`src/rtl/taev_pkg.sv`:
```
// Package for the thermal alarm and event block: pointers, field layouts,
// reset values and hysteresis steps.
// Assumes a serial protocol engine that delivers register pointer and data.
package taev_pkg;
  // Register pointers as seen by the serial protocol engine
  localparam logic [3:0] TAEV_PTR_CONFIG = 4'h1;
  localparam logic [3:0] TAEV_PTR_HIGH = 4'h2;
  localparam logic [3:0] TAEV_PTR_LOW = 4'h3;
  localparam logic [3:0] TAEV_PTR_CRIT = 4'h4;
  localparam logic [3:0] TAEV_PTR_TEMP = 4'h5;

  // Configuration register bit positions
  localparam int TAEV_CFG_MODE = 0;
  localparam int TAEV_CFG_POL = 1;
  localparam int TAEV_CFG_CRONLY = 2;
  localparam int TAEV_CFG_OE = 3;
  localparam int TAEV_CFG_STAT = 4;
  localparam int TAEV_CFG_CLR = 5;
  localparam int TAEV_CFG_WLOCK = 6;
  localparam int TAEV_CFG_CLOCK = 7;
  localparam int TAEV_CFG_SHDN = 8;
  localparam int TAEV_CFG_HYST_LO = 9;
  localparam int TAEV_CFG_HYST_HI = 10;

  // Temperature register trip and sign bit positions
  localparam int TAEV_TMP_CRIT = 15;
  localparam int TAEV_TMP_ABOVE = 14;
  localparam int TAEV_TMP_BELOW = 13;
  localparam int TAEV_SIGN_BIT = 12;

  // Limit layout: sign in bit 12, value in bits 11:2, the rest reserved
  localparam logic [15:0] TAEV_LIMIT_MASK = 16'h1ffc;
  // Temperature layout: sign in bit 12, value in bits 11:1
  localparam logic [15:0] TAEV_TEMP_MASK = 16'h1ffe;
  localparam logic [15:0] TAEV_RESET_WORD = 16'h0000;

  // Hysteresis steps in units of 0.0625 degC
  localparam logic [14:0] TAEV_HYST_0C0 = 15'h0000;
  localparam logic [14:0] TAEV_HYST_1C5 = 15'h0018;
  localparam logic [14:0] TAEV_HYST_3C0 = 15'h0030;
  localparam logic [14:0] TAEV_HYST_6C0 = 15'h0060;

  localparam logic [1:0] TAEV_HSEL_0C0 = 2'h0;
  localparam logic [1:0] TAEV_HSEL_1C5 = 2'h1;
  localparam logic [1:0] TAEV_HSEL_3C0 = 2'h2;
endpackage

```
`src/rtl/taev_event_logic.sv`:
```
// Alarm window, critical trip and event pin logic of a temperature sensor.
// Assumes a protocol engine giving a pointer, a write strobe and data, and a
// converter that pulses a strobe with each new 16-bit result.
// How it works
// RULE1: Event status reads one exactly while the pin is driven active.
// RULE2: Event status bit ignores writes.
// RULE3: Writing one to clear releases a latched interrupt event.
// RULE4: Output enable defaults off, gates the pin, frozen under either lock.
// RULE5: Critical-only clear: window and critical conditions both raise events.
// RULE6: Critical-only set: only the critical condition raises events.
// RULE7: Window lock blocks writes to the critical-only bit.
// RULE8: Polarity bit: zero active low, one active high; frozen by locks.
// RULE9: Mode bit: zero comparator, one interrupt; frozen by locks.
// RULE10: Above-window sets above upper, clears at upper minus hysteresis.
// RULE11: Below-window sets at lower minus hysteresis, clears at lower.
// RULE12: Temperatures and limits are two's complement, 0.0625 degC per LSB.
// RULE13: Temperature resolution is 0.125 degC; bit 0 reads zero.
// RULE14: Top three temperature bits show trip status, not pin state.
// RULE15: Upper limit keeps sign bit 12 and value 11:2; others zero.
// RULE16: Lower limit uses the same layout as the upper limit.
// RULE17: Limit reserved bits read zero and ignore writes.
// RULE18: Comparisons always use the limits currently programmed.
// RULE19: Software should disable events while changing limits in operation.
// RULE20: Clear has no effect in comparator mode and reads zero.
// RULE21: Lock bits set with one write and hold until reset.
// RULE22: Above-critical reads one when temperature is at or above critical.
// RULE23: In shutdown no events are generated.
// RULE24: Comparator mode follows the condition; interrupt mode latches it.
// RULE25: Trip flags and event are evaluated on each new conversion.
`timescale 1ns/1ps
module taev_event_logic
  import taev_pkg::*;
(
  input wire logic clk_sys, // 25 MHz system clock
  input wire logic reset, // Asynchronous reset, active high
  input wire logic ce, // Clock enable, freezes all state when low
  input wire logic [3:0] reg_ptr, // Register pointer from protocol engine
  input wire logic reg_wr, // One-cycle write strobe
  input wire logic [15:0] reg_wdata, // Write data
  output logic [15:0] reg_rdata, // Read data for the pointed register
  input wire logic conv_valid, // One-cycle strobe, new conversion result
  input wire logic [15:0] conv_temp, // Raw conversion result
  output logic shutdown, // Shutdown request to the converter
  output logic event_pin_o, // Event pin level
  output logic event_pin_oe // Event pin output enable
);

  // Configuration state
  logic mode_int;
  logic polarity;
  logic crit_only;
  logic out_enable;
  logic window_lock;
  logic critical_lock;
  logic [1:0] hyst_sel;
  // Limits and measurement
  logic [15:0] alarm_window_high_limit;
  logic [15:0] alarm_window_low_limit;
  logic [15:0] critical_limit_value;
  logic [15:0] temp_value;
  // Trip flags and event state
  logic above_critical_flag;
  logic above_window_flag;
  logic below_window_flag;
  logic prev_cond;
  logic int_latched;
  logic trip_cond;
  logic event_active;
  logic event_asserted_flag;
  logic any_lock;
  logic wr_cfg;
  logic clear_req;
  logic [14:0] hyst;
  logic [14:0] t_s;
  logic [14:0] hi_s;
  logic [14:0] lo_s;
  logic [14:0] cr_s;
  logic next_above;
  logic next_below;
  logic next_crit;
  logic next_cond;

  // Sign-extend a 13-bit field so subtraction cannot wrap
  function automatic logic [14:0] taev_sext(input logic [15:0] w);
    taev_sext = {{2{w[TAEV_SIGN_BIT]}}, w[TAEV_SIGN_BIT:0]};
  endfunction

  // Signed compare a >= b on sign-extended words
  function automatic logic taev_ge(input logic [14:0] a,
                                   input logic [14:0] b);
    taev_ge = ($signed(a) >= $signed(b));
  endfunction

  assign any_lock = window_lock | critical_lock;
  assign wr_cfg = reg_wr && (reg_ptr == TAEV_PTR_CONFIG);
  assign clear_req = wr_cfg && reg_wdata[TAEV_CFG_CLR] && mode_int; // RULE3 RULE20

  // Configuration bits; all but shutdown are frozen by their own lock set
  always_ff @(posedge clk_sys or posedge reset) begin
    if (reset) begin
      mode_int <= 1'b0;
      polarity <= 1'b0;
      crit_only <= 1'b0;
      out_enable <= 1'b0;
      hyst_sel <= 2'h0;
      shutdown <= 1'b0;
    end else if (ce && wr_cfg) begin
      shutdown <= reg_wdata[TAEV_CFG_SHDN];
      if (!any_lock) begin
        mode_int <= reg_wdata[TAEV_CFG_MODE]; // RULE9
        polarity <= reg_wdata[TAEV_CFG_POL]; // RULE8
        out_enable <= reg_wdata[TAEV_CFG_OE]; // RULE4
        hyst_sel <= reg_wdata[TAEV_CFG_HYST_HI:TAEV_CFG_HYST_LO];
      end
      if (!window_lock) begin
        crit_only <= reg_wdata[TAEV_CFG_CRONLY]; // RULE7
      end
    end
  end

  // Locks only ever set; a single write suffices, only reset clears them
  always_ff @(posedge clk_sys or posedge reset) begin
    if (reset) begin
      window_lock <= 1'b0;
      critical_lock <= 1'b0;
    end else if (ce && wr_cfg) begin
      if (reg_wdata[TAEV_CFG_WLOCK]) begin
        window_lock <= 1'b1; // RULE21
      end
      if (reg_wdata[TAEV_CFG_CLOCK]) begin
        critical_lock <= 1'b1; // RULE21
      end
    end
  end

  // Limit registers; reserved bits are masked on write so they stay zero
  always_ff @(posedge clk_sys or posedge reset) begin
    if (reset) begin
      alarm_window_high_limit <= TAEV_RESET_WORD;
      alarm_window_low_limit <= TAEV_RESET_WORD;
      critical_limit_value <= TAEV_RESET_WORD;
    end else if (ce && reg_wr) begin
      if (reg_ptr == TAEV_PTR_HIGH && !window_lock) begin
        alarm_window_high_limit <= reg_wdata & TAEV_LIMIT_MASK; // RULE15 RULE17
      end
      if (reg_ptr == TAEV_PTR_LOW && !window_lock) begin
        alarm_window_low_limit <= reg_wdata & TAEV_LIMIT_MASK; // RULE16 RULE17
      end
      if (reg_ptr == TAEV_PTR_CRIT && !critical_lock) begin
        critical_limit_value <= reg_wdata & TAEV_LIMIT_MASK;
      end
    end
  end

  // Hysteresis step in temperature LSBs
  always_comb begin
    unique case (hyst_sel)
      TAEV_HSEL_0C0: hyst = TAEV_HYST_0C0;
      TAEV_HSEL_1C5: hyst = TAEV_HYST_1C5;
      TAEV_HSEL_3C0: hyst = TAEV_HYST_3C0;
      default: hyst = TAEV_HYST_6C0;
    endcase
  end

  // Compare the incoming result against the live limits
  assign t_s = taev_sext(conv_temp & TAEV_TEMP_MASK); // RULE12 RULE13
  assign hi_s = taev_sext(alarm_window_high_limit); // RULE18
  assign lo_s = taev_sext(alarm_window_low_limit); // RULE18
  assign cr_s = taev_sext(critical_limit_value); // RULE18

  always_comb begin
    next_crit = taev_ge(t_s, cr_s); // RULE22
    next_above = above_window_flag;
    next_below = below_window_flag;
    // Hysteresis lowers the above-window release point and the below-window trip point
    if (!above_window_flag && !taev_ge(hi_s, t_s)) begin
      next_above = 1'b1; // RULE10
    end else if (above_window_flag && taev_ge(hi_s - hyst, t_s)) begin
      next_above = 1'b0; // RULE10
    end
    if (!below_window_flag && taev_ge(lo_s - hyst, t_s)) begin
      next_below = 1'b1; // RULE11
    end else if (below_window_flag && taev_ge(t_s, lo_s)) begin
      next_below = 1'b0; // RULE11
    end
    if (crit_only) begin
      next_cond = next_crit; // RULE6
    end else begin
      next_cond = next_crit | next_above | next_below; // RULE5
    end
  end

  // Trip flags and measurement update on each accepted conversion
  always_ff @(posedge clk_sys or posedge reset) begin
    if (reset) begin
      temp_value <= TAEV_RESET_WORD;
      above_critical_flag <= 1'b0;
      above_window_flag <= 1'b0;
      below_window_flag <= 1'b0;
    end else if (ce && conv_valid && !shutdown) begin
      temp_value <= conv_temp & TAEV_TEMP_MASK; // RULE13 RULE25
      above_critical_flag <= next_crit; // RULE25
      above_window_flag <= next_above; // RULE25
      below_window_flag <= next_below; // RULE25
    end
  end

  // Condition selection follows the live critical-only bit
  assign trip_cond = crit_only ? above_critical_flag
                   : (above_critical_flag | above_window_flag
                      | below_window_flag); // RULE5 RULE6

  // Interrupt latch: set on a fresh trip, released by clear; set wins
  always_ff @(posedge clk_sys or posedge reset) begin
    if (reset) begin
      prev_cond <= 1'b0;
      int_latched <= 1'b0;
    end else if (ce) begin
      if (conv_valid && !shutdown) begin
        prev_cond <= next_cond;
      end
      if (conv_valid && !shutdown && next_cond && !prev_cond) begin
        int_latched <= 1'b1; // RULE24
      end else if (clear_req) begin
        int_latched <= 1'b0; // RULE3
      end
    end
  end

  // Pin is active only when enabled and the sensor is running
  assign event_active = out_enable && !shutdown
                        && (mode_int ? int_latched : trip_cond); // RULE4 RULE23 RULE24
  assign event_asserted_flag = event_active; // RULE1
  assign event_pin_o = polarity ? event_active : !event_active; // RULE8
  assign event_pin_oe = out_enable; // RULE4

  // Read mux; status bit is computed, never stored, so writing it has no effect
  always_comb begin
    reg_rdata = TAEV_RESET_WORD;
    unique case (reg_ptr)
      TAEV_PTR_CONFIG: begin
        reg_rdata[TAEV_CFG_MODE] = mode_int;
        reg_rdata[TAEV_CFG_POL] = polarity;
        reg_rdata[TAEV_CFG_CRONLY] = crit_only;
        reg_rdata[TAEV_CFG_OE] = out_enable;
        reg_rdata[TAEV_CFG_STAT] = event_asserted_flag; // RULE1 RULE2
        reg_rdata[TAEV_CFG_WLOCK] = window_lock;
        reg_rdata[TAEV_CFG_CLOCK] = critical_lock;
        reg_rdata[TAEV_CFG_SHDN] = shutdown;
        reg_rdata[TAEV_CFG_HYST_HI:TAEV_CFG_HYST_LO] = hyst_sel;
      end
      TAEV_PTR_HIGH: reg_rdata = alarm_window_high_limit;
      TAEV_PTR_LOW: reg_rdata = alarm_window_low_limit;
      TAEV_PTR_CRIT: reg_rdata = critical_limit_value;
      TAEV_PTR_TEMP: begin
        reg_rdata = temp_value;
        reg_rdata[TAEV_TMP_CRIT] = above_critical_flag; // RULE14
        reg_rdata[TAEV_TMP_ABOVE] = above_window_flag; // RULE14
        reg_rdata[TAEV_TMP_BELOW] = below_window_flag; // RULE14
      end
      default: reg_rdata = TAEV_RESET_WORD;
    endcase
  end

  // Checks on the design's own outputs and state
  a_status_pin_tie: assert property (@(posedge clk_sys) disable iff (reset)
    event_pin_o == (polarity ? event_asserted_flag : !event_asserted_flag))
    else $error("pin level disagrees with event status"); // RULE1

  a_status_write_ignored: assert property (@(posedge clk_sys)
    disable iff (reset)
    ce && wr_cfg && !mode_int && $stable(above_critical_flag)
    && !conv_valid |=> $stable(event_asserted_flag) || !out_enable
    || $changed(out_enable) || $changed(mode_int)
    || $changed(crit_only) || $changed(shutdown))
    else $error("status bit moved on a config write"); // RULE2

  a_clear_releases: assert property (@(posedge clk_sys) disable iff (reset)
    ce && clear_req && !conv_valid |=> !int_latched)
    else $error("clear did not release latched event"); // RULE3

  a_enable_gates: assert property (@(posedge clk_sys) disable iff (reset)
    !out_enable |-> !event_asserted_flag)
    else $error("event active while output disabled"); // RULE4

  a_crit_only_gate: assert property (@(posedge clk_sys) disable iff (reset)
    crit_only && !mode_int && event_asserted_flag |-> above_critical_flag)
    else $error("critical-only event without critical trip"); // RULE6

  a_cronly_frozen: assert property (@(posedge clk_sys) disable iff (reset)
    window_lock |=> $stable(crit_only))
    else $error("critical-only bit changed under window lock"); // RULE7

  a_config_frozen: assert property (@(posedge clk_sys) disable iff (reset)
    any_lock |=> $stable(polarity) && $stable(mode_int)
    && $stable(out_enable))
    else $error("locked configuration bit changed"); // RULE8

  a_lock_sticky: assert property (@(posedge clk_sys) disable iff (reset)
    critical_lock && window_lock |-> ##1 critical_lock ##1 window_lock)
    else $error("lock bit released without reset"); // RULE21

  a_reserved_zero: assert property (@(posedge clk_sys) disable iff (reset)
    (alarm_window_high_limit & ~TAEV_LIMIT_MASK) == TAEV_RESET_WORD
    && (alarm_window_low_limit & ~TAEV_LIMIT_MASK) == TAEV_RESET_WORD)
    else $error("limit reserved bits not zero"); // RULE17

  a_clear_reads_zero: assert property (@(posedge clk_sys) disable iff (reset)
    reg_ptr == TAEV_PTR_CONFIG |-> !reg_rdata[TAEV_CFG_CLR])
    else $error("clear bit read back as one"); // RULE20

  a_shutdown_quiet: assert property (@(posedge clk_sys) disable iff (reset)
    shutdown |-> !event_asserted_flag)
    else $error("event raised in shutdown"); // RULE23

  a_comparator_follow: assert property (@(posedge clk_sys)
    disable iff (reset)
    !mode_int && out_enable && !shutdown |-> event_asserted_flag == trip_cond)
    else $error("comparator output not following trip"); // RULE24

  a_conv_crit_update: assert property (@(posedge clk_sys) disable iff (reset)
    ce && conv_valid && !shutdown |=> above_critical_flag == $past(next_crit))
    else $error("critical flag not updated on conversion"); // RULE25

endmodule // taev_event_logic

```
`config.mk`:
```
export PLATFORM = sky130hd
export DESIGN_NAME = taev_event_logic
export DESIGN_NICKNAME = d
export VERILOG_FILES = /design/src/rtl/taev_pkg.sv /design/src/rtl/taev_event_logic.sv
export SDC_FILE = /design/constraint.sdc
export NUM_CORES = 1
export LEC_CHECK = 0
export ABC_AREA = 1
export BUFFER_PORTS_ARGS = -buffer_cell sky130_fd_sc_hd__buf_2
export CAP_MARGIN = 10
export CORE_AREA = 2 2 69 136
export DETAILED_ROUTE_END_ITERATION = 16
export DIE_AREA = 0 0 71 138
export HOLD_SLACK_MARGIN = 0.1
export PLACE_DENSITY_LB_ADDON = 0.2
export SYNTH_ARGS = -nofsm -noshare
export SYNTH_HDL_FRONTEND = slang
export SYNTH_SLANG_ARGS = --single-unit
```
`constraint.sdc`:
```
create_clock -name clk_sys -period 5.61 [get_ports clk_sys]
set_clock_uncertainty 0.2 [all_clocks]
set_input_delay 0 -clock clk_sys [delete_from_list [all_inputs] [get_ports clk_sys]]
set_output_delay 0 -clock clk_sys [all_outputs]
set_load 0.02 [all_outputs]
```
**Word level (Yosys, flattened, before mapping)**

Index checks and enable logic that the tools add are counted.
W data, S select, Z words.

- Output and inout bits: 19
- Flip-flop bits (word level): 59
- Input bits: 41
- Word-level logic and storage cells: 91

- Reduce and logical (&&, ||, !) cells: 38
- Bitwise logic cells: 7
- Muxes and demuxes: 15
- $lt $le $gt $ge: 5
- Equality and inequality tests: 7
- Add/sub/neg operators: 2

Operators with widths:

| operator | number |
|---|---|
| $pmux W5 S5 | 2 |
| $ge A13 B13 Y1 | 3 |
| $ge A14 B13 Y1 | 2 |
| $sub A13 B8 Y14 | 2 |
| $pmux W7 S3 | 1 |
| $pmux W5 S4 | 1 |
| $logic_and A1 B1 Y1 | 19 |
| $reduce_and A2 Y1 | 9 |
| $mux W1 | 10 |
| $eq A4 B2 Y1 const B | 2 |
| $eq A4 B3 Y1 const B | 2 |
| $logic_not A1 Y1 | 8 |
| $or A1 B1 Y1 | 5 |
| $eq A4 B1 Y1 const B | 1 |
| $pmux W1 S4 | 1 |
| $eq A2 B1 Y1 const B | 1 |
| $eq A2 B2 Y1 const B | 1 |
| $logic_not A2 Y1 | 1 |
| $not A1 Y1 | 2 |
| $reduce_bool A2 Y1 | 1 |

**Logic depth before layout (Yosys ltp)**

Gate-level depths: netlist of the first run.

- Depth in word-level cells: 14
- Mapped depth: 26
- Depth with buffers taken out: 26

**Worst setup path after synthesis of the first run**

No wires, ideal clock.

- Path type: reg-to-reg
- From: register hyst_sel[0]
- To: register int_latched
- Path buffers: 0
- Path slack: 2.068 ns
- Period minus slack after synthesis: 3.542 ns
- Setup time: 0.124 ns
- Stages on the path, launching flop included: 24
- Required time: 5.286 ns
- Data arrival time: 3.218 ns
- Cell sequence: dfrtp_1 inv_1 ha_1 fa_1 nand3_2 nand2_2 a21oi_4 nand4_2 or2_1 or2_1 nand2_1 ha_1 nand2_1 inv_1 nand2_1 nand2_1 a21oi_1 nand3_1 nand3_1 nand2_1 o21ai_0 nand2_1 nand2_1 nand2_1

- Longest elaborated chain between the ends: 14
- Elaborated cells on any way between the ends: 21
- Those cells by class: 2 x add/sub; 2 x order compare; 2 x eq/ne; 6 x mux; 2 x bitwise; 7 x reduce/logical

RTL lines:

| item | RTL line | source |
|---|---|---|
| start: declaration | taev_event_logic.sv:55 | `logic [1:0] hyst_sel;` |
| start signal: assignment | taev_event_logic.sv:113 | `hyst_sel <= reg_wdata[TAEV_CFG_HYST_HI:TAEV_CFG_HYST_LO];` |
| $eq A2 B2 Y1, or another cell as far along | taev_event_logic.sv:157 | `unique case (hyst_sel)` |
| $pmux W7 S3 (*) | taev_event_logic.sv:157 |  |
| $sub A13 B8 Y14 | taev_event_logic.sv:178 | `end else if (above_window_flag && taev_ge(hi_s - hyst, t_s)) begin` |
| $ge A14 B13 Y1 | taev_event_logic.sv:91 | `taev_ge = ($signed(a) >= $signed(b));` |
| $logic_and A1 B1 Y1 | taev_event_logic.sv:178 |  |
| $mux W1 | taev_event_logic.sv:178 |  |
| $mux W1 | taev_event_logic.sv:176 | `if (!above_window_flag && !taev_ge(hi_s, t_s)) begin` |
| $or A1 B1 Y1 | taev_event_logic.sv:189 | `next_cond = next_crit \| next_above \| next_below;` |
| $or A1 B1 Y1 (*) | taev_event_logic.sv:189 |  |
| $mux W1 (*) | taev_event_logic.sv:186 | `if (crit_only) begin` |
| $logic_and A1 B1 Y1 (*) (2 in a row) | taev_event_logic.sv:222 | `if (conv_valid && !shutdown && next_cond && !prev_cond) begin` |
| $reduce_bool A2 Y1 (no line) | n/a |  |
| $reduce_and A2 Y1 (no line) | n/a |  |
| end signal: assignment | taev_event_logic.sv:217 | `int_latched <= 1'b0;` |
| end signal: assignment | taev_event_logic.sv:223 | `int_latched <= 1'b1;` |
| end signal: assignment | taev_event_logic.sv:225 | `int_latched <= 1'b0;` |
| end: declaration | taev_event_logic.sv:66 | `logic int_latched;` |

Mark *: on every way between the ends. The rest lies on a longest branch, timed or not.
A chain may end at the register's enable or synchronous reset.

**Final worst setup path of the first run**

- From: register hyst_sel[0]
- To: register prev_cond

- Longest elaborated chain between the ends: 10
- Elaborated cells on any way between the ends: 16
- Those cells by class: 2 x add/sub; 2 x order compare; 2 x eq/ne; 5 x mux; 2 x bitwise; 3 x reduce/logical

RTL lines:

| item | RTL line | source |
|---|---|---|
| $eq A2 B2 Y1, or another cell as far along | taev_event_logic.sv:157 |  |
| $pmux W7 S3 (*) | taev_event_logic.sv:157 |  |
| $sub A13 B8 Y14 | taev_event_logic.sv:178 |  |
| $ge A14 B13 Y1 | taev_event_logic.sv:91 |  |
| $logic_and A1 B1 Y1 | taev_event_logic.sv:178 |  |
| $mux W1 | taev_event_logic.sv:178 |  |
| $mux W1 | taev_event_logic.sv:176 |  |
| $or A1 B1 Y1 | taev_event_logic.sv:189 |  |
| $or A1 B1 Y1 (*) | taev_event_logic.sv:189 |  |
| $mux W1 (*) | taev_event_logic.sv:186 |  |
| end signal: assignment | taev_event_logic.sv:220 | `prev_cond <= next_cond;` |
| end: declaration | taev_event_logic.sv:65 | `logic prev_cond;` |

Marks and branches as above.

==> results.toml, run 1 <==
[critical_path]
crit_type = "flop to flop"
crit_family = "simple AND/OR/NAND/NOR gates"
end_kind = "flop"
worst_path_most_repeated_cell = "nand2_1"
crit_buf_inv = 2
cp_max_fo = 4
slowest_delay_ns = 0.42
crit_slowest_cell = "dfrtp_1"
crit_path_cell_trace = "inv_1, ha_1, ha_1, a21oi_1, a21oi_1, nand2_1, nand2_1, nor3_1, nand3_1, xor2_1, ha_1, nand2_1, nor2_1, inv_1, nor2_1, nand2_1, nand2_1, nand2_1, nand3_1, nand2_1, o21ai_0, nand2_1, nand2_1, nand2_1"
critPathRequiredTime_ns = 5.63
arrival_ns = 4.18
start_kind = "flop"

[floorplanning]
dieArea_sq_um = 9798
num_rows = 49
core_sq_um = 8890
boundaryPins = 60
start_util = 0.5209
fp.dieH_um = 138
dieWidth_um = 71

[cts]
cts.path.max_buffers = 2
cts_root_buf = "clkbuf_16"
postCtsHoldBufs = 32
cts_resized = 0
clk_latency_ns = 0.33
clock_sinks = 59
cts_tree = "done"
postCtsSetupBuffers = 0
htree_levels = 3
cts_buffers = 9
clkTransAtPathRegs_ns = 0.06

[timing]
setup_viol = 0
hold_viol = 0
period_minus_slack_ns = 4.168
tightestPinTransition_ns = 1.054
fmax_mhz = 239.9
timing.final.max_slew_violations = 0
setup_tns_ns = 0
grt_setup_unrepaired = "no"
relSlewSlack = 0.2947
final.period_utilization = 0.7429

[final_layout]
syn_to_final_growth_pct = 22.10
nNetsFinal = 817
final.fill_count = 807
final_core_util = 0.6360
post-route-cell-area_sq_um = 5654
drive_gt1_frac = 0.1217
most-common-layout-cells = "153 x nand2_1, 99 x inv_1, 77 x o21ai_0"
antenna_cells = 0
layout_commonest_cell = "nand2_1"

[drt]
vias = 4541
vias_per_cell = 5.558
firstDrtPassIters = 5
drt-total-wl_mm = 13.67
wl_per_cell_um = 16.73
first_iter_violations = 289
drcViolationCount = 0
ant_nets = 0

[power]
peakVddDrop_v = 0.0003506
power.static_leakage_nw = 3.005
powerDensity_nw_per_um2 = 241.2

[placed_design]
place_hpwl_mm = 10.62
dpl_cell_area_sq_um = 4985
portBuffers = 52
gp_congestion = 0.9917

[global_routing]
grt_pass1_wl_mm = 21.64
track_usage = 0.2868
antenna_found_initial = 0
overflow = 0
grt_max_degree = 60
grt_pass1_vias = 4374

[job]
cap_viol_max_count = 0

[outcome]
status = "finished clean"

[yosys]
yosys_warnings = 0
synthCells = 625
ys_seq_area_frac = 0.3188
ys_ff_latch = 59
synth_cell_types = 35
synthesis.area_sq_um = 4631
syn-num-nets = 732
avgSynthCellArea_sq_um = 7.409

[worst_hold_path]
min_path_type = "input pin to flop"
==> through the flow <==
step / cells / total power, mW / setup WS (ns) / hold slack (ns)
after floorplan: 625 / 0.6317 / 2.068 / -0.07905
after detailed placement: 769 / 0.7043 / 1.577 / 0.04958
after CTS: 817 / 1.366 / 1.483 / 0.1076
final: 817 / 1.364 / 1.442 / 0.1313
after global routing: 817 / 1.422 / 1.121 / 0.1784
after global placement: 769 / 0.6950 / 1.626 / 0.02853
==> tightest hold or removal path, cell delays in order <==
cell,delay (ns)
buf_2,0.09
nor2_2,0.05
nand2_2,0.21
nor2_2,0.09
inv_2,0.09
o21ai_0,0.08
==> sequential cells by signal, summed over array words and instances (netlist names) <==
signal and cells:
prev_cond 1, above_critical_flag 1, above_window_flag 1, polarity 1
shutdown 1, mode_int 1, crit_only 1, below_window_flag 1
critical_lock 1, window_lock 1, alarm_window_low_limit 11, int_latched 1
alarm_window_high_limit 11, hyst_sel 2, event_pin_oe 1, critical_limit_value 11
temp_value 12
==> final timing paths <==
path | slack, ns | cells past startpoint | startpoint | endpoint
max reg2reg | 1.44 | 24 | hyst_sel[0] | prev_cond
max | 1.44 | 24 | hyst_sel[0] | prev_cond
min reg2reg | 0.29 | 2 | critical_limit_value[4] | critical_limit_value[4]
min in group asynchronous | 0.22 | 4 | reset | alarm_window_high_limit[10]
max in group asynchronous | 4.46 | 4 | reset | polarity
min | 0.13 | 6 | reg_ptr[2] | critical_lock
==> synth_stat cells <==
cell type,number,area share
nor2_2,4,0.0054
o31ai_1,2,0.0032
nand2_2,4,0.0054
a31oi_1,1,0.0014
o211ai_1,1,0.0016
inv_2,4,0.0032
buf_1,1,0.00081
fa_1,2,0.0086
o21a_1,1,0.0016
a21o_1,2,0.0032
a21boi_1,1,0.0016
nand3_1,33,0.036
a21oi_1,31,0.034
nor4_4,1,0.0046
and2_1,2,0.0027
clkbuf_1,10,0.0081
o221ai_1,2,0.0038
nor2_1,30,0.024
inv_1,100,0.081
nand3b_1,2,0.0032
or2_1,2,0.0027
nand3_2,1,0.0022
a221oi_1,5,0.0095
o2111ai_1,3,0.0057
nand2_1,153,0.12
nor3_1,3,0.0032
nand4_1,7,0.0095
ha_1,64,0.17
nor2_4,1,0.0024
nand4_2,1,0.0027
xor2_1,12,0.023
a21oi_4,1,0.0035
xnor2_1,2,0.0038
o21ai_0,77,0.083
dfrtp_1,59,0.32
==> layout make-up <==
cell class	count	area, sq um	share of cell area
clock buffers	9	225.2	0.03983
clock inverters	7	123.9	0.02191
inverters	104	390.4	0.06904
multi-input cells	451	2723	0.4815
flip-flops and latches	59	1476	0.2611
well taps	102	127.6	0.02257
repair buffers	85	588.1	0.1040
==> where the power goes <==
| part | leakage, nW | internal, mW | total (mW) | switching (mW) |
|---|---|---|---|---|
| registers | 0.769 | 0.475 | 0.507 | 0.0317 |
| clock network | 0.167 | 0.437 | 0.643 | 0.206 |
| logic | 2.07 | 0.0813 | 0.214 | 0.132 |
==> per-layer routing <==
metal | GRT usage | up-vias | wire length, um | part of all wire
li1 | - | 2220 | - | -
met1 | 0.3363 | 2133 | 5384 | 0.39
met2 | 0.5071 | 150 | 7148 | 0.52
met3 | 0.03353 | 38 | 519 | 0.038
met4 | 0.1370 | 0 | 614 | 0.045
met5 | 0 | - | 0 | 0
==> kinds of logic (layout without fill, tap and decap cells) <==
family | after synthesis | in the layout | synth area share
DFF | 59 | 59 | 0.3188
adders and majority gates | 66 | 66 | 0.1816
AOI/OAI and AO/OA | 127 | 127 | 0.1519
xor gates and xnor gates | 14 | 14 | 0.02648
and+or+nand+nor | 244 | 244 | 0.2280
buffers and inverters | 115 | 205 | 0.09322
(Power assumes the default switching activity.)
==> inputs of run 2 (changes only) <==
clock period = 4.3 ns   (was 5.61 ns; I/O delays follow)
==> run 2 against run 1 <==
Compared with the run above:
- first-iteration DRC count decreased by 13%
- register-to-register slack lost 1.2 ns
- final cell count increased by 0.24%
- sequential cell count did not move
- sequential share of layout area is essentially flat
- routed wire length up 0.64%
- final area down 0.18%
- worst hold slack got worse by 0.040 ns
- via count down 0.57%
- clock power is 15% higher
- global-route usage is 0.65 points higher
- highest routed layer unchanged
==> results.toml, run 2 (same netlist as run 1, synthesis figures left out) <==
[drt]
first_iter_violations = 251
vias = 4515
drcViolationCount = 0
wl_per_cell_um = 16.79
drt-total-wl_mm = 13.75
ant_nets = 0
vias_per_cell = 5.513
firstDrtPassIters = 5

[final_layout]
post-route-cell-area_sq_um = 5644
drive_gt1_frac = 0.1255
layout_commonest_cell = "nand2_1"
nNetsFinal = 819
finalNonFillerCells = 819
antenna_cells = 0
final_core_util = 0.6349
syn_to_final_growth_pct = 21.89
most-common-layout-cells = "153 x nand2_1, 99 x inv_1, 76 x o21ai_0"
top_register = "temp_value"
largest_reg_flops = 12

[cts]
cts_root_buf = "clkbuf_16"
cts.path.max_buffers = 2
clk_latency_ns = 0.33
htree_levels = 3
clock_sinks = 59
cts_buffers = 9
clkTransAtPathRegs_ns = 0.05
cts_tree = "done"

[critical_path]
ff2ff_path_depth = 23
cp_max_fo = 4
worst_r2r_endpoint = "int_latched"
crit_type = "flop to flop"
start_kind = "flop"
critPathRequiredTime_ns = 4.31
critPathLaunch = "hyst_sel[0]"
end_kind = "flop"
r2r_setup_slack_ns = 0.25
arrival_ns = 4.06
r2r-start = "hyst_sel[0]"

[power]
p_total_mw = 1.683
power.static_leakage_nw = 3.009
peakVddDrop_v = 0.0003980
powerDensity_nw_per_um2 = 298.1

[timing]
setup_viol = 0
relSlewSlack = 0.1877
tightestPinTransition_ns = 1.214
period_minus_slack_ns = 4.048
grt_setup_unrepaired = "no"
setup_tns_ns = 0
timing.final.max_slew_violations = 0
final.period_utilization = 0.9415
hold_viol = 0
fmax_mhz = 247.0

[floorplanning]
dieWidth_um = 71
num_rows = 49
fp.dieH_um = 138
start_util = 0.5209
dieArea_sq_um = 9798
boundaryPins = 60
core_sq_um = 8890

[placed_design]
portBuffers = 52
gp_congestion = 0.9526
dp_cells = 770
dpl_cell_area_sq_um = 4992
place_hpwl_mm = 10.88

[outcome]
status = "finished clean"

[global_routing]
grt_pass1_wl_mm = 22.37
antenna_found_initial = 0
track_usage = 0.2933
grt_max_degree = 32
grt_pass1_vias = 4610
overflow = 0

[job]
cap_viol_max_count = 0

[worst_hold_path]
min_path_type = "input pin to async pin"
==> run 2: worst max path at each step <==
stage / depth (start not counted) / slack, ns / endpoint
floorplan: 23 / 0.76 / int_latched
global placement: 23 / 0.41 / int_latched
detailed placement: 25 / 0.27 / int_latched
CTS: 25 / 0.24 / int_latched
global route: 23 / 0.003 / prev_cond
finish: 23 / 0.25 / int_latched
==> run 2: layout make-up <==
class                   instances  area, sq um
flip-flops and latches         59         1476
well taps                     102        127.6
clock inverters                 4        47.55
multi-input cells             451         2730
inverters                     104        390.4
clock buffers                  12        266.5
fillers                       802         3246
repair buffers                 87        605.6
==> run 2: critical path: stages, from the launching register on <==
cell     delay, ns
dfrtp_1       0.40
inv_1         0.08
ha_1          0.41
fa_1          0.48
nand3_2       0.10
nand2_2       0.06
a21oi_4       0.19
nand4_2       0.12
or2_1         0.24
or2_1         0.23
nand2_1       0.07
ha_1          0.27
nand2_1       0.11
inv_1         0.04
nand2_1       0.05
nand2_1       0.05
a21oi_1       0.15
nand3_1       0.09
nand3_1       0.09
nand2_1       0.09
o21ai_1       0.17
nand2_1       0.10
nand2_1       0.07
nand2_1       0.05
==> run 2: power by group <==
group / total, mW / leakage, nW / switching [mW] / internal (mW)
combinational: 0.279 / 2.09 / 0.172 / 0.106
sequential: 0.662 / 0.769 / 0.0414 / 0.620
clock: 0.742 / 0.155 / 0.249 / 0.493
total: 1.68 / 3.01 / 0.463 / 1.22
==> run 2: per-layer routing <==
layer | vias to the layer above | wire, um | GRT usage
li1 | 2224 | - | -
met4 | 0 | 663 | 0.1549
met2 | 142 | 7324 | 0.5303
met5 | - | 0 | 0
met1 | 2112 | 5245 | 0.3261
met3 | 37 | 519 | 0.03353
==> run 2: per-stage QoR <==
stage	worst slack, ns	hold slack, ns
detailed placement	0.2664	-0.09665
finish	0.2517	0.09108
global placement	0.4069	-0.09605
global route	0.003406	0.1475
CTS	0.2407	0.1167
floorplan	0.7581	-0.07905
==> run 2: what timing repair did <==
action,4_1_cts,5_1_grt
endpoints found under the hold margin,83,0
resized for setup,0,3
buffers inserted,0,0
hold buffers,33,0
setup endpoints to repair,0,2
